[src/dbrcs_cfg.svh]
// Constants for the bit rate clock select block.
`ifndef DBRCS_CFG_SVH
`define DBRCS_CFG_SVH

// ----------------------------------------------------------------------
// Register byte offsets
// ----------------------------------------------------------------------
`define DBRCS_OFF_CSA      8'h00
`define DBRCS_OFF_CMDA     8'h04
`define DBRCS_OFF_CSB      8'h08
`define DBRCS_OFF_CMDB     8'h0C
`define DBRCS_OFF_AUX      8'h10
`define DBRCS_OFF_TPH      8'h14
`define DBRCS_OFF_TPL      8'h18
`define DBRCS_OFF_OPC      8'h1C
`define DBRCS_OFF_STAT     8'h20

// ----------------------------------------------------------------------
// Command codes and field positions
// ----------------------------------------------------------------------
`define DBRCS_CMD_RX_SET   8'h08
`define DBRCS_CMD_RX_CLR   8'h09
`define DBRCS_CMD_TX_SET   8'h0A
`define DBRCS_CMD_TX_CLR   8'h0B
`define DBRCS_AUX_SET_BIT  7
`define DBRCS_AUX_MODE_HI  6
`define DBRCS_AUX_MODE_LO  4
`define DBRCS_MODE_TIMER   3'h4
`define DBRCS_OPC_OP3_HI   3
`define DBRCS_OPC_OP3_LO   2
`define DBRCS_OPC_OP3_TMR  2'h1
`define DBRCS_CS_TX_HI     3
`define DBRCS_CS_TX_LO     0
`define DBRCS_CS_RX_HI     7
`define DBRCS_CS_RX_LO     4

// ----------------------------------------------------------------------
// Clock source codes, divisors and counts
// ----------------------------------------------------------------------
`define DBRCS_NIB_GEN_MAX  4'hC
`define DBRCS_NIB_TIMER    4'hD
`define DBRCS_NIB_EXT16    4'hE
`define DBRCS_NIB_FAST     4'h8
`define DBRCS_GEN_DIV_FAST 8'h02
`define DBRCS_GEN_DIV_DEF  8'h60
`define DBRCS_MID_COUNT    4'h6
`define DBRCS_BIT_COUNT    4'hF
`define DBRCS_FRAME_BITS   4'hA
`define DBRCS_RESET_BYTE   8'h00
`define DBRCS_RESET_WORD   16'h0000

`endif

[src/dbrcs_pkg.sv]
// Types and shared decoding for the bit rate clock select block.
`include "dbrcs_cfg.svh"

package dbrcs_pkg;

  typedef enum logic [1:0] {
    SRC_GEN,
    SRC_TIMER,
    SRC_EXT16,
    SRC_EXT1
  } dbrcs_src_type;

  typedef enum logic [1:0] {
    RX_HUNT,
    RX_START,
    RX_DATA
  } dbrcs_rx_type;

  // Maps a clock select nibble onto its timing source.
  function automatic dbrcs_src_type src_of(input logic [3:0] nib);
    if (nib <= `DBRCS_NIB_GEN_MAX) begin
      src_of = SRC_GEN;
    end else if (nib == `DBRCS_NIB_TIMER) begin
      src_of = SRC_TIMER;
    end else if (nib == `DBRCS_NIB_EXT16) begin
      src_of = SRC_EXT16;
    end else begin
      src_of = SRC_EXT1;
    end
  endfunction

  // Crystal edges per 16X tick. Only the fast entry is tabulated; every
  // other code falls back to one default divisor.
  function automatic logic [7:0] gen_div(input logic [3:0] nib,
                                         input logic       set2,
                                         input logic       ext);
    if (nib == `DBRCS_NIB_FAST && set2 && ext) begin
      gen_div = `DBRCS_GEN_DIV_FAST;
    end else begin
      gen_div = `DBRCS_GEN_DIV_DEF;
    end
  endfunction

endpackage

[src/dbrcs_path.sv]
// One receiver or transmitter clock path: source select and bit timing.
`timescale 1ns/100ps
`include "dbrcs_cfg.svh"

module dbrcs_path #(
  parameter bit IS_RX = 1'b0
) (
  input  wire logic       clk_in,
  input  wire logic       rstn_in,
  input  wire logic [3:0] nibble_in,
  input  wire logic       rate_set_in,
  input  wire logic       extend_in,
  input  wire logic       xtal_tick_in,
  input  wire logic       timer_wave_in,
  input  wire logic       ext_pin_in,
  input  wire logic       serial_in,
  output logic            tick16_out,
  output logic            bit_tick_out
);

  // --------------------------------------------------------------------
  // Source selection
  // --------------------------------------------------------------------
  dbrcs_pkg::dbrcs_src_type src;
  logic [7:0] gen_div;
  logic [7:0] gen_cnt_reg;
  logic [7:0] gen_cnt_next;
  logic       wave_prev_reg;
  logic       pin_prev_reg;
  logic       gen_hit;
  logic       timer_edge;
  logic       pin_edge;
  logic       tick16;
  logic       one_x;

  assign src        = dbrcs_pkg::src_of(nibble_in);
  assign gen_div    = dbrcs_pkg::gen_div(nibble_in, rate_set_in,
                                         extend_in);
  assign gen_hit    = xtal_tick_in && (gen_cnt_reg >= gen_div - 8'h01);
  assign timer_edge = timer_wave_in && !wave_prev_reg;
  assign pin_edge   = ext_pin_in && !pin_prev_reg;
  assign one_x      = (src == dbrcs_pkg::SRC_EXT1);
  assign gen_cnt_next = !xtal_tick_in ? gen_cnt_reg :
                        gen_hit ? `DBRCS_RESET_BYTE :
                        gen_cnt_reg + 8'h01;

  always_comb begin
    case (src)
      dbrcs_pkg::SRC_GEN:   tick16 = gen_hit;
      dbrcs_pkg::SRC_TIMER: tick16 = timer_edge;
      dbrcs_pkg::SRC_EXT16: tick16 = pin_edge;
      default:              tick16 = 1'b0;
    endcase
  end

  // --------------------------------------------------------------------
  // Bit timing
  // --------------------------------------------------------------------
  dbrcs_pkg::dbrcs_rx_type state_reg;
  dbrcs_pkg::dbrcs_rx_type state_next;
  logic [3:0] div_reg;
  logic [3:0] div_next;
  logic [3:0] bits_reg;
  logic [3:0] bits_next;
  logic       bit_next;

  always_comb begin
    state_next = state_reg;
    div_next   = div_reg;
    bits_next  = bits_reg;
    bit_next   = 1'b0;
    if (one_x) begin
      // A 1X clock is used as is, with no divide-by-16.
      bit_next   = pin_edge;
      state_next = dbrcs_pkg::RX_HUNT;
      div_next   = 4'h0;
    end else if (!IS_RX) begin
      if (tick16) begin
        div_next = div_reg + 4'h1;
        bit_next = (div_reg == `DBRCS_BIT_COUNT);
      end
    end else if (tick16) begin
      case (state_reg)
        dbrcs_pkg::RX_HUNT: begin
          div_next = 4'h0;
          if (!serial_in) begin
            state_next = dbrcs_pkg::RX_START;
          end
        end
        dbrcs_pkg::RX_START: begin
          div_next = div_reg + 4'h1;
          if (div_reg == `DBRCS_MID_COUNT) begin
            bit_next   = 1'b1;
            div_next   = 4'h0;
            bits_next  = 4'h1;
            state_next = dbrcs_pkg::RX_DATA;
          end
        end
        dbrcs_pkg::RX_DATA: begin
          div_next = div_reg + 4'h1;
          if (div_reg == `DBRCS_BIT_COUNT) begin
            bit_next  = 1'b1;
            bits_next = bits_reg + 4'h1;
            if (bits_reg + 4'h1 == `DBRCS_FRAME_BITS) begin
              state_next = dbrcs_pkg::RX_HUNT;
            end
          end
        end
        default: begin
          state_next = dbrcs_pkg::RX_HUNT;
        end
      endcase
    end
  end

  always_ff @(posedge clk_in or negedge rstn_in) begin
    if (!rstn_in) begin
      gen_cnt_reg   <= `DBRCS_RESET_BYTE;
      wave_prev_reg <= 1'b0;
      pin_prev_reg  <= 1'b0;
      state_reg     <= dbrcs_pkg::RX_HUNT;
      div_reg       <= 4'h0;
      bits_reg      <= 4'h0;
      tick16_out    <= 1'b0;
      bit_tick_out  <= 1'b0;
    end else begin
      gen_cnt_reg   <= gen_cnt_next;
      wave_prev_reg <= timer_wave_in;
      pin_prev_reg  <= ext_pin_in;
      state_reg     <= state_next;
      div_reg       <= div_next;
      bits_reg      <= bits_next;
      tick16_out    <= one_x ? pin_edge : tick16;
      bit_tick_out  <= bit_next;
    end
  end

endmodule // dbrcs_path

[src/dbrcs_top.sv]
// Bit rate clock select for two channels with a Wishbone register port.
// Behaviour
// - Command 0A sets transmitter extend bit.
// - Command 08 sets receiver extend bit.
// - Control bit seven selects second rate set.
// - Code 88 in set two with the path's extend bit set gives 115.2kbps.
// - Timer wave is crystal over twice preload.
// - Control bits 6:4 = 100 start timer.
// - Code DD clocks channel B from timer/16.
// - Config bits 3:2 = 01 put wave on output three.
// - Code FF on channel A uses input pins three, four as 1X.
// - Nibbles 0 to C select the rate generator.
// - Receiver samples midpoint after 7, then every 16.
`timescale 1ns/100ps
`include "dbrcs_cfg.svh"

module dbrcs_top (
  input  wire logic        MCLK_IN,
  input  wire logic        RSTN_IN,
  input  wire logic        WB_CYC_IN,
  input  wire logic        WB_STB_IN,
  input  wire logic        WB_WE_IN,
  input  wire logic [7:0]  WB_ADR_IN,
  input  wire logic [3:0]  WB_SEL_IN,
  input  wire logic [31:0] WB_DAT_IN,
  output logic      [31:0] WB_DAT_OUT,
  output logic             WB_ACK_OUT,
  input  wire logic        CRYSTAL_CLOCK_IN,
  input  wire logic        GENERAL_INPUT_THREE_IN,
  input  wire logic        GENERAL_INPUT_FOUR_IN,
  input  wire logic        EXT_RXB_CLK_IN,
  input  wire logic        EXT_TXB_CLK_IN,
  input  wire logic        RXA_SERIAL_IN,
  input  wire logic        RXB_SERIAL_IN,
  output logic             RXA_TICK16_OUT,
  output logic             RXA_SAMPLE_OUT,
  output logic             TXA_TICK16_OUT,
  output logic             TXA_BIT_OUT,
  output logic             RXB_TICK16_OUT,
  output logic             RXB_SAMPLE_OUT,
  output logic             TXB_TICK16_OUT,
  output logic             TXB_BIT_OUT,
  output logic             GENERAL_OUTPUT_THREE_OUT
);

  // --------------------------------------------------------------------
  // Wishbone decode
  // --------------------------------------------------------------------
  logic [7:0]  chan_a_clock_select_reg;
  logic [7:0]  chan_b_clock_select_reg;
  logic [7:0]  aux_control_reg;
  logic [7:0]  timer_preload_high_reg;
  logic [7:0]  timer_preload_low_reg;
  logic [7:0]  output_port_config_reg;
  logic [3:0]  extend_reg;
  logic [3:0]  extend_next;
  logic        ack_reg;
  logic [31:0] rdata_reg;
  logic [31:0] rdata_next;
  logic        req;
  logic        wr;
  logic [7:0]  wbyte;
  logic        wr_csa;
  logic        wr_csb;
  logic        wr_aux;
  logic        wr_tph;
  logic        wr_tpl;
  logic        wr_opc;
  logic        wr_cmda;
  logic        wr_cmdb;
  logic [7:0]  status;

  // The write lands on the same edge the master samples the acknowledge,
  // so a request that is withdrawn early never changes a register.
  assign req     = WB_CYC_IN && WB_STB_IN;
  assign wr      = req && WB_WE_IN && ack_reg && WB_SEL_IN[0];
  assign wbyte   = WB_DAT_IN[7:0];
  assign wr_csa  = wr && (WB_ADR_IN == `DBRCS_OFF_CSA);
  assign wr_csb  = wr && (WB_ADR_IN == `DBRCS_OFF_CSB);
  assign wr_aux  = wr && (WB_ADR_IN == `DBRCS_OFF_AUX);
  assign wr_tph  = wr && (WB_ADR_IN == `DBRCS_OFF_TPH);
  assign wr_tpl  = wr && (WB_ADR_IN == `DBRCS_OFF_TPL);
  assign wr_opc  = wr && (WB_ADR_IN == `DBRCS_OFF_OPC);
  assign wr_cmda = wr && (WB_ADR_IN == `DBRCS_OFF_CMDA);
  assign wr_cmdb = wr && (WB_ADR_IN == `DBRCS_OFF_CMDB);

  assign WB_ACK_OUT = ack_reg;
  assign WB_DAT_OUT = rdata_reg;

  // Extend bits: [0] rx A, [1] tx A, [2] rx B, [3] tx B.
  always_comb begin
    extend_next = extend_reg;
    if (wr_cmda) begin
      case (wbyte)
        `DBRCS_CMD_RX_SET: extend_next[0] = 1'b1;
        `DBRCS_CMD_RX_CLR: extend_next[0] = 1'b0;
        `DBRCS_CMD_TX_SET: extend_next[1] = 1'b1;
        `DBRCS_CMD_TX_CLR: extend_next[1] = 1'b0;
        default:           extend_next    = extend_reg;
      endcase
    end
    if (wr_cmdb) begin
      case (wbyte)
        `DBRCS_CMD_RX_SET: extend_next[2] = 1'b1;
        `DBRCS_CMD_RX_CLR: extend_next[2] = 1'b0;
        `DBRCS_CMD_TX_SET: extend_next[3] = 1'b1;
        `DBRCS_CMD_TX_CLR: extend_next[3] = 1'b0;
        default:           extend_next    = extend_reg;
      endcase
    end
  end

  // --------------------------------------------------------------------
  // Counter/timer
  // --------------------------------------------------------------------
  logic        xtal_prev_reg;
  logic        xtal_tick;
  logic        timer_run;
  logic [15:0] preload;
  logic [15:0] tcnt_reg;
  logic [15:0] tcnt_next;
  logic        wave_reg;
  logic        wave_next;
  logic        op3_reg;

  assign xtal_tick = CRYSTAL_CLOCK_IN && !xtal_prev_reg;
  assign timer_run = (aux_control_reg[`DBRCS_AUX_MODE_HI:`DBRCS_AUX_MODE_LO]
                      == `DBRCS_MODE_TIMER);
  assign preload   = {timer_preload_high_reg, timer_preload_low_reg};

  // Half a period is preload crystal edges, so the wave runs at the
  // crystal rate over twice the preload. Zero behaves like one.
  always_comb begin
    tcnt_next = tcnt_reg;
    wave_next = wave_reg;
    if (!timer_run) begin
      tcnt_next = preload;
      wave_next = 1'b0;
    end else if (xtal_tick) begin
      if (tcnt_reg <= 16'h0001) begin
        tcnt_next = preload;
        wave_next = !wave_reg;
      end else begin
        tcnt_next = tcnt_reg - 16'h0001;
      end
    end
  end

  assign GENERAL_OUTPUT_THREE_OUT = op3_reg;

  assign status = {2'h0, op3_reg, wave_reg, extend_reg};

  always_comb begin
    case (WB_ADR_IN)
      `DBRCS_OFF_CSA:  rdata_next = {24'h000000, chan_a_clock_select_reg};
      `DBRCS_OFF_CSB:  rdata_next = {24'h000000, chan_b_clock_select_reg};
      `DBRCS_OFF_AUX:  rdata_next = {24'h000000, aux_control_reg};
      `DBRCS_OFF_TPH:  rdata_next = {24'h000000, timer_preload_high_reg};
      `DBRCS_OFF_TPL:  rdata_next = {24'h000000, timer_preload_low_reg};
      `DBRCS_OFF_OPC:  rdata_next = {24'h000000, output_port_config_reg};
      `DBRCS_OFF_STAT: rdata_next = {24'h000000, status};
      default:         rdata_next = 32'h00000000;
    endcase
  end

  // --------------------------------------------------------------------
  // Registers
  // --------------------------------------------------------------------
  always_ff @(posedge MCLK_IN or negedge RSTN_IN) begin
    if (!RSTN_IN) begin
      ack_reg                 <= 1'b0;
      rdata_reg               <= 32'h00000000;
      chan_a_clock_select_reg <= `DBRCS_RESET_BYTE;
      chan_b_clock_select_reg <= `DBRCS_RESET_BYTE;
      aux_control_reg         <= `DBRCS_RESET_BYTE;
      timer_preload_high_reg  <= `DBRCS_RESET_BYTE;
      timer_preload_low_reg   <= `DBRCS_RESET_BYTE;
      output_port_config_reg  <= `DBRCS_RESET_BYTE;
      extend_reg              <= 4'h0;
    end else begin
      ack_reg   <= req && !ack_reg;
      rdata_reg <= (req && !ack_reg) ? rdata_next : 32'h00000000;
      if (wr_csa) chan_a_clock_select_reg <= wbyte;
      if (wr_csb) chan_b_clock_select_reg <= wbyte;
      if (wr_aux) aux_control_reg <= wbyte;
      if (wr_tph) timer_preload_high_reg <= wbyte;
      if (wr_tpl) timer_preload_low_reg <= wbyte;
      if (wr_opc) output_port_config_reg <= wbyte;
      extend_reg <= extend_next;
    end
  end

  always_ff @(posedge MCLK_IN or negedge RSTN_IN) begin
    if (!RSTN_IN) begin
      xtal_prev_reg <= 1'b0;
      tcnt_reg      <= `DBRCS_RESET_WORD;
      wave_reg      <= 1'b0;
      op3_reg       <= 1'b0;
    end else begin
      xtal_prev_reg <= CRYSTAL_CLOCK_IN;
      tcnt_reg      <= tcnt_next;
      wave_reg      <= wave_next;
      op3_reg       <= (output_port_config_reg[`DBRCS_OPC_OP3_HI:
                        `DBRCS_OPC_OP3_LO] == `DBRCS_OPC_OP3_TMR)
                       && wave_reg;
    end
  end

  // --------------------------------------------------------------------
  // Clock paths: 0 rx A, 1 tx A, 2 rx B, 3 tx B
  // --------------------------------------------------------------------
  logic [3:0] nib [4];
  logic [3:0] pin;
  logic [3:0] ser;
  logic [3:0] t16;
  logic [3:0] bt;

  assign nib[0] = chan_a_clock_select_reg[`DBRCS_CS_RX_HI:`DBRCS_CS_RX_LO];
  assign nib[1] = chan_a_clock_select_reg[`DBRCS_CS_TX_HI:`DBRCS_CS_TX_LO];
  assign nib[2] = chan_b_clock_select_reg[`DBRCS_CS_RX_HI:`DBRCS_CS_RX_LO];
  assign nib[3] = chan_b_clock_select_reg[`DBRCS_CS_TX_HI:`DBRCS_CS_TX_LO];
  // The 1X receive clock assumes the far sender is synchronous to it.
  assign pin = {EXT_TXB_CLK_IN, EXT_RXB_CLK_IN,
                GENERAL_INPUT_THREE_IN, GENERAL_INPUT_FOUR_IN};
  assign ser = {1'b1, RXB_SERIAL_IN, 1'b1, RXA_SERIAL_IN};

  generate
    for (genvar i = 0; i < 4; i++) begin : g_path
      dbrcs_path #(
        .IS_RX ((i % 2) == 0)
      ) u_path (
        .clk_in        (MCLK_IN),
        .rstn_in       (RSTN_IN),
        .nibble_in     (nib[i]),
        .rate_set_in   (aux_control_reg[`DBRCS_AUX_SET_BIT]),
        .extend_in     (extend_reg[i]),
        .xtal_tick_in  (xtal_tick),
        .timer_wave_in (wave_reg),
        .ext_pin_in    (pin[i]),
        .serial_in     (ser[i]),
        .tick16_out    (t16[i]),
        .bit_tick_out  (bt[i])
      );
    end
  endgenerate

  assign RXA_TICK16_OUT = t16[0];
  assign RXA_SAMPLE_OUT = bt[0];
  assign TXA_TICK16_OUT = t16[1];
  assign TXA_BIT_OUT    = bt[1];
  assign RXB_TICK16_OUT = t16[2];
  assign RXB_SAMPLE_OUT = bt[2];
  assign TXB_TICK16_OUT = t16[3];
  assign TXB_BIT_OUT    = bt[3];

endmodule // dbrcs_top

[config.mk]
export PLATFORM = sky130hd
export DESIGN_NAME = dbrcs_top
export DESIGN_NICKNAME = d
export VERILOG_FILES = /design/src/dbrcs_pkg.sv /design/src/dbrcs_path.sv /design/src/dbrcs_top.sv
export VERILOG_INCLUDE_DIRS = /design/src
export SDC_FILE = /design/constraint.sdc
export NUM_CORES = 1
export LEC_CHECK = 0
export BUFFER_PORTS_ARGS = -buffer_cell sky130_fd_sc_hd__buf_4
export CORE_MARGIN = 10
export CORE_UTILIZATION = 45
export DETAILED_ROUTE_END_ITERATION = 10
export PLACE_DENSITY = 0.76
export SYNTH_ARGS = -nofsm -noshare
export SYNTH_HDL_FRONTEND = slang
export SYNTH_HIERARCHICAL = 1
export SYNTH_SLANG_ARGS = --single-unit
[constraint.sdc]
create_clock -name MCLK_IN -period 2.7 [get_ports MCLK_IN]
set_input_delay 0.27 -clock MCLK_IN [delete_from_list [all_inputs] [get_ports MCLK_IN]]
set_output_delay 0.27 -clock MCLK_IN [all_outputs]
set_load 0.005 [all_outputs]
# After elaboration in Yosys (flattened, before gate mapping)
# Cells that the tools add are included.
totals:
  ff_bits: 177
  latchBits: 0
  mem_bits_rw: 0
  romBits: 0
  inputBits: 56
  output_inout_bits: 42
  word_cells: 287
  n_memories: 0
classes:
  addsub: 15
  multipliers: 0
  n_div: 0
  magnitude_cmp: 9
  eq_ne: 67
  shift: 0
  muxes: 89
  bitwise: 2
  reduce_logical: 65
op_table:
  columns: ["op", "count"]
  rows:
  - ["4-bit equality test, second input constant", 18]
  - ["4-bit 2-to-1 mux", 15]
  - ["8-bit case mux with 7 select lines", 1]
  - ["8-bit by 4-bit equality test with 1-bit output, second input constant", 6]
  - ["16-bit 2-to-1 mux", 3]
  - ["2-bit 2-to-1 mux", 22]
  - ["8-bit by 1-bit adder with 8-bit output, second input constant", 4]
  - ["8-bit by 5-bit equality test with 1-bit output, second input constant", 4]
  - ["8-bit greater-or-equal comparator", 4]
  - ["1-bit logical AND", 32]
  - ["32-bit 2-to-1 mux", 1]
  - ["8-bit 2-to-1 mux", 4]
  - ["7-bit by 1-bit subtractor with 8-bit output, second input constant", 4]
  - ["7-bit 2-to-1 mux", 4]
  - ["4-bit by 1-bit adder with 4-bit output, second input constant", 6]
  - ["4-bit case mux with 3 select lines", 2]
  - ["1-bit 2-to-1 mux", 23]
  - ["2-bit equality test, second input constant", 10]
  - ["5-bit AND reduction", 4]
  - ["3-bit by 1-bit != test with 1-bit output, second input constant", 6]
  - ["1-bit case mux with 3 select lines", 6]
  - ["16-bit by 1-bit less-or-equal comparator with 1-bit output, second input constant", 1]
  - ["4-bit less-or-equal comparator, second input constant", 4]
  - ["4-bit case mux with 2 select lines", 2]
  - ["other kinds (21)", 61]

# Longest topological paths before layout
# Gate-level depths: netlist of run 1.
depth:
  depth_word: 10
  mapped_depth: 10

# Hierarchy
# The synthesis of run 1 kept the hierarchy.
modules_own_cells:
  columns: ["mod", "n_inst", "cells_per_inst", "area_per_inst_um2", "seq_area_each_um2"]
  rows:
  - ["dbrcs_top", 1, 393, 4262.8, 2001.9]
  - ["dbrcs_path (g_path[0].u_path ...)", 2, 152, 1496.4, 550.5]
  - ["dbrcs_path (g_path[1].u_path ...)", 2, 88, 928.4, 400.4]

# Least setup slack after synthesis of run 1
# No wires, ideal clock.
synth_path:
  kind: "reg2reg"
  from: "register chan_b_clock_select_reg[5]"
  to: "register g_path[2].u_path.bits_reg[2]"
  arrival_time_ns: 2.403
  t_required_ns: 2.563
  setup_slack_ns: 0.160
  stages_incl_launch_ff: 11
  n_path_buf: 1
  cell_sequence: "dfrtp_1 > nor2_1 > nand3_1 > nor3b_1 > ha_1 > o21ai_1 > nand2_1 > or3_1 > buf_6 > a21oi_1 > o221ai_1"
synth_via:
  elab_chain_len: 9
synth_lines:
  columns: ["item", "line_no", "source"]
  rows:
  - ["from (decl)", "dbrcs_top.sv:50", "logic [7:0] chan_b_clock_select_reg;"]
  - ["from (signal assigned)", "dbrcs_top.sv:174", "chan_b_clock_select_reg <= `DBRCS_RESET_BYTE;"]
  - ["from (signal assigned)", "dbrcs_top.sv:184", "if (wr_csb) chan_b_clock_select_reg <= wbyte;"]
  - ["4-bit equality test (no line)", null, null]
  - ["1-bit logical AND (2 in series)", "dbrcs_pkg.sv:37", "if (nib == `DBRCS_NIB_FAST && set2 && ext) begin"]
  - ["7-bit 2-to-1 mux", "dbrcs_pkg.sv:37", null]
  - ["7-bit by 1-bit subtractor with 8-bit output", "dbrcs_path.sv:39", "assign gen_hit = xtal_tick_in && (gen_cnt_reg >= gen_div - 8'h01);"]
  - ["8-bit greater-or-equal comparator", "dbrcs_path.sv:39", null]
  - ["1-bit logical AND", "dbrcs_path.sv:39", null]
  - ["1-bit case mux with 3 select lines", "dbrcs_path.sv:48", "case (src)"]
  - ["5-bit AND reduction (no line) (*)", null, null]
  - ["to (signal assigned)", "dbrcs_path.sv:132", "bits_reg <= bits_next;"]
  - ["to (decl)", "dbrcs_path.sv:63", "logic [3:0] bits_reg;"]
# Every way passes the cells marked *; elsewhere a longest branch is shown, timed or not.
# A chain may end at the register's enable or synchronous reset.

# Final worst setup path of run 1
layout_path:
  from: "register chan_b_clock_select_reg[5]"
  to: "register g_path[2].u_path.gen_cnt_reg[2]"
layout_via:
  elab_chain_len: 8
layout_lines:
  columns: ["item", "line_no", "source"]
  rows:
  - ["4-bit equality test (no line)", null, null]
  - ["1-bit logical AND (2 in series)", "dbrcs_pkg.sv:37", null]
  - ["7-bit 2-to-1 mux", "dbrcs_pkg.sv:37", null]
  - ["7-bit by 1-bit subtractor with 8-bit output", "dbrcs_path.sv:39", null]
  - ["8-bit greater-or-equal comparator", "dbrcs_path.sv:39", null]
  - ["1-bit logical AND", "dbrcs_path.sv:39", null]
  - ["8-bit 2-to-1 mux", "dbrcs_path.sv:44", "gen_hit ? `DBRCS_RESET_BYTE :"]
  - ["to (signal assigned)", "dbrcs_path.sv:118", "gen_cnt_reg <= `DBRCS_RESET_BYTE;"]
  - ["to (signal assigned)", "dbrcs_path.sv:127", "gen_cnt_reg <= gen_cnt_next;"]
  - ["to (decl)", "dbrcs_path.sv:26", "logic [7:0] gen_cnt_reg;"]
# No other way between the ends.

==> impl_metrics.yaml, run 1 <==
run_status:
  status: "finished clean"
critical_path:
  cp_max_fo: 8
  crit_required_ps: 3050
  critPathLaunchType: "flop"
  r2r_setup_slack_ps: 180
  end_kind: "flop"
  critPathKind: "reg -> reg"
  worst_ep_arrival_time_ps: 2870
power:
  clockPowerShare_pct: 39.8
  p_per_area_nw_per_um2: 570.8
  vdd_ir_drop_max_mv: 0.2760
  p_int_uw: 4385
  power_leakage_uw: 0.005017
  comb_power_share_pct: 13.4
  swShare_pct: 26.47
  p_switching_uw: 1578
  seq_power_share_pct: 46.8
placement:
  place_congestion: 0.8492
  port-buffer-count: 46
  placed_area_sq_um: 9744
  post-dp-hpwl_um: 14950
global_route:
  grt_max_degree: 68
  first_global_vias: 6784
  grt_pass1_wl_um: 34600
  grtUsageTotal_pct: 16.08
  antenna_found_initial: 0
  grt-ovfl-total: 0
clock_tree:
  cts_made_buffers: 17
  cts_buffer_depth: 2
  insertion_delay_ps: 430
  root_buffer: "clkbuf_16"
  htreeDepth: 4
  clock_sinks: 156
  clkTransAtPathRegs_ps: 60
  tritoncts: "yes"
layout:
  final_util_pct: 52.98
  layout-drive-gt1-share_pct: 22.67
  fillers: 1717
  insertedDiodeCount: 0
  final_common_cell: "dfrtp_1"
  multiInputGateArea_sq_um: 4866
  postLayoutCellArea_sq_um: 10450
  syn_to_final_growth_pct: 14.68
  seqCellArea_sq_um: 3904
  largest_register_ffs: 32
  final_cell_mix: "156 x dfrtp_1, 70 x buf_4, 62 x nand2_1"
  final_nets: 1040
sta:
  fmaxAchievable_ghz: 0.3963
  hold_violations: 0
  slew_violations: 0
  rsz0062_at_grt: "no"
  tightestPinTransition_ps: 957.0
  skew_ps: 7.659
  slew_headroom_pct: 36.20
  setup_tns_ps: 0
  period_share_pct: 93.46
  fin_crit_ps: 2523
  finalSetupViolations: 0
detailed_routing:
  drtIter0Drc: 600
  drtPass1Iterations: 5
  routed_wl_um: 20880
  vias_per_cell: 5.658
  vias: 6891
  ant_nets: 0
  drc: 0
  detail_route.wl_per_cell_um: 17.14
floorplanning:
  pin_count: 98
  row_count: 51
  die_w_um: 162.3
  core-area_sq_um: 19720
  die_y_um: 162.3
  dieArea_sq_um: 26330
  initial_core_util_pct: 46.20
logic_synthesis:
  syn_area_sq_um: 9109
  synthCells: 872
  yosys_warnings: 6
  avgSynthCellArea_sq_um: 10.45
job:
  drv_cap: 0
hold_path:
  worstHoldPathType: "in -> reg"
through the flow:
stage | power [uW] | hold WS, ps | setup WS (ps) | instances
2_1_floorplan | 3363 | -25.59 | 159.6 | 895
3_3_place_gp | 3568 | 311.8 | 190.9 | 1179
5_1_grt | 6289 | 111.7 | 6.174 | 1218
3_5_place_dp | 3609 | 320.7 | 146.4 | 1179
6_report | 5963 | 116.5 | 176.5 | 1218
4_1_cts | 6014 | 106.1 | 121.4 | 1215
power by group through the flow:
stage / Clock [uW] / Combinational [uW] / Sequential (uW)
final: 2370 / 797 / 2790
after global routing: 2550 / 912 / 2830
after CTS: 2430 / 798 / 2790
after detailed placement: 0 / 783 / 2830
after global placement: 0 / 750 / 2820
after floorplan: 0 / 597 / 2770
worst paths after layout:
kind / from / end / cells after the start
max in group asynchronous: RSTN_IN / g_path[2].u_path/bits_reg[1] / 3
setup reg to reg: chan_b_clock_select_reg[5] / g_path[2].u_path/gen_cnt_reg[2] / 11
min in group asynchronous: RSTN_IN / g_path[1].u_path/gen_cnt_reg[1] / 2
hold reg to reg: g_path[1].u_path/div_reg[3] / g_path[1].u_path/div_reg[3] / 1
setup / recovery: chan_b_clock_select_reg[5] / g_path[2].u_path/gen_cnt_reg[2] / 11
hold / removal: WB_DAT_IN[1] / extend_reg[0] / 2
area by class of cell:
cell class	count	share of cell area, %
well taps	265	3.174
inverters	38	1.365
clock inverters	7	0.8384
flip-flops and latches	156	37.37
clock buffers	23	4.767
repair buffers	78	5.905
multi-input cells	651	46.58
critical path, cell delays in order (launching register included):
cell and delay (ps):
dfrtp_1 390, nor2_2 140, nand3_1 120, nor3b_2 190, buf_4 160, ha_1 230
a21oi_1 260, nor3_4 70, or3_1 330, buf_4 180, or2_4 240, o2bb2ai_1 140
routing by layer:
layer | wire, um | vias up | track usage, %
li1 | - | 3297 | -
met1 | 9097 | 3407 | 20.05
met2 | 10360 | 168 | 27.11
met3 | 1166 | 19 | 3.564
met4 | 257 | 0 | 5.004
met5 | 0 | - | 0
repair_timing:
item                                    CTS  global route
endpoints found under the setup margin    0            17
hold buffers                              6             0
buffers inserted                          0             3
endpoints found under the hold margin    69             0
gates resized for setup                   0             8
Note: power is estimated with default switching activity, not from simulation.
==> run 2: changes to the inputs <==
--- a/config.mk
+++ b/config.mk
@@ -10,7 +10,7 @@
 export CORE_MARGIN = 10
 export CORE_UTILIZATION = 45
 export DETAILED_ROUTE_END_ITERATION = 10
-export PLACE_DENSITY = 0.76
+export PLACE_DENSITY = 0.74
 export SYNTH_ARGS = -nofsm -noshare
 export SYNTH_HDL_FRONTEND = slang
 export SYNTH_HIERARCHICAL = 1
==> constraint.sdc (replaced) <==
create_clock -name MCLK_IN -period 2.6 [get_ports MCLK_IN]
set_input_delay 0.26 -clock MCLK_IN [delete_from_list [all_inputs] [get_ports MCLK_IN]]
set_output_delay 0.26 -clock MCLK_IN [all_outputs]
set_load 0.005 [all_outputs]
==> run 2 against run 1 <==
Effect of this change: power grew 6.9%; utilization grew 0.61 points; critical path depth is the same; first-iteration DRC count shrank 18%; hold slack lost 23 ps; sequential cell count is the same; sequential power grew 4%; highest routed layer unchanged; via count grew 0.83%.
==> impl_metrics.yaml, run 2 (synthesis results as in run 1) <==
run_status:
  status: "finished clean"
detailed_routing:
  vias: 6948
  drtIter0Drc: 492
  detail_route.wl_per_cell_um: 17.36
  vias_per_cell: 5.653
  ant_nets: 0
  routed_wl_um: 21340
  drc: 0
  drtPass1Iterations: 5
sta:
  slew_headroom_pct: 46.08
  finalSetupViolations: 0
  tightestPinTransition_ps: 808.8
  fin_crit_ps: 2502
  skew_ps: 5.425
  hold_violations: 0
  slew_violations: 0
  period_share_pct: 96.25
  fmaxAchievable_ghz: 0.3996
critical_path:
  worst_ep_arrival_time_ps: 2820
  critPathKind: "reg -> reg"
  crit_required_ps: 2920
  critPathLaunchType: "flop"
  cp_max_fo: 5
  end_kind: "flop"
clock_tree:
  insertion_delay_ps: 430
  cts_buffer_depth: 2
  cts_made_buffers: 17
  clock_sinks: 156
  htreeDepth: 4
  clkTransAtPathRegs_ps: 60
  root_buffer: "clkbuf_16"
  tritoncts: "yes"
layout:
  final_cell_mix: "155 x dfrtp_1, 78 x buf_4, 61 x nand2_1"
  insertedDiodeCount: 0
  layout-drive-gt1-share_pct: 23.96
  syn_to_final_growth_pct: 16.00
  final_cells: 1229
  multiInputGateArea_sq_um: 4873
  final_common_cell: "dfrtp_1"
  final_util_pct: 53.59
  fillers: 1688
  final_nets: 1049
  largest_register_ffs: 32
  seqCellArea_sq_um: 3905
hold_path:
  worstHoldPathType: "in -> reg"
floorplanning:
  dieArea_sq_um: 26330
  die_w_um: 162.3
  die_y_um: 162.3
  initial_core_util_pct: 46.20
  pin_count: 98
  row_count: 51
  core-area_sq_um: 19720
global_route:
  grtUsageTotal_pct: 16.34
  grt-ovfl-total: 0
  first_global_vias: 7025
  grt_pass1_wl_um: 35130
  grt_max_degree: 99
  antenna_found_initial: 0
power:
  p_total_uw: 6374
  power_leakage_uw: 0.005070
  p_per_area_nw_per_um2: 603.3
  vdd_ir_drop_max_mv: 0.3221
placement:
  placedCellCount: 1187
  port-buffer-count: 46
  post-dp-hpwl_um: 15400
  place_congestion: 0.8719
job:
  drv_cap: 0
run 2: per-stage QoR:
stage / hold slack (ps) / area, sq um / setup TNS, ps / worst slack, ps
after floorplan: -35.59 / 9195 / 0 / 59.60
after global placement: 182.8 / 9817 / 0 / 113.4
after detailed placement: 184.3 / 9817 / 0 / 42.17
after global routing: 95.69 / 10570 / -12.69 / -11.62
final: 93.11 / 10570 / 0 / 97.50
after CTS: 75.46 / 10490 / 0 / 22.35
run 2: final timing paths:
kind | endpoint | slack [ps] | cells after the start | start
setup reg to reg | g_path[0].u_path/state_reg[0] | 100 | 11 | chan_a_clock_select_reg[5]
max in group asynchronous | aux_control_reg[7] | 1490 | 3 | RSTN_IN
setup / recovery | g_path[0].u_path/state_reg[0] | 100 | 11 | chan_a_clock_select_reg[5]
hold / removal | extend_reg[0] | 90 | 2 | WB_DAT_IN[1]
hold reg to reg | g_path[3].u_path/div_reg[3] | 480 | 1 | g_path[3].u_path/div_reg[3]
min in group asynchronous | g_path[1].u_path/gen_cnt_reg[3] | 280 | 2 | RSTN_IN
run 2: what timing repair did:
action / in CTS / in global routing
buffers inserted: 0 / 4
setup endpoints to repair: 0 / 31
hold endpoints to repair: 39 / 0
gates resized for setup: 0 / 12
hold buffers: 6 / 0
run 2: where the power goes:
group          switching [uW]  leakage (uW)  internal (uW)
registers                 261       0.00202           2640
clock network             988      0.000304           1620
logic                     457       0.00275            405
total                    1710       0.00507           4670
run 2: worst max-delay path, cell delays in order (launching register included):
cell and delay, ps:
dfrtp_1 390, nor2_2 150, nand3_1 90, nor3b_1 190, buf_4 170, ha_1 270
o21ai_1 100, nand2_1 140, o31ai_4 370, buf_4 190, a211oi_1 60, o221a_2 260
run 2: final cells by class:
cell class | count | share of cell area (%)
Clock buffer | 20 | 4.227
Clock inverter | 12 | 1.610
Inverter | 38 | 1.350
Multi-Input combinational cell | 651 | 46.12
Sequential cell | 156 | 36.96
Tap cell | 265 | 3.138
Timing Repair Buffer | 87 | 6.596
run 2: per-layer routing:
metal | track usage (%) | vias up | share of wire (%)
met4 | 6.452 | 0 | 2.4
met5 | 0 | - | 0
met3 | 3.766 | 39 | 5.9
met1 | 20.47 | 3394 | 43
li1 | - | 3314 | -
met2 | 26.70 | 201 | 49
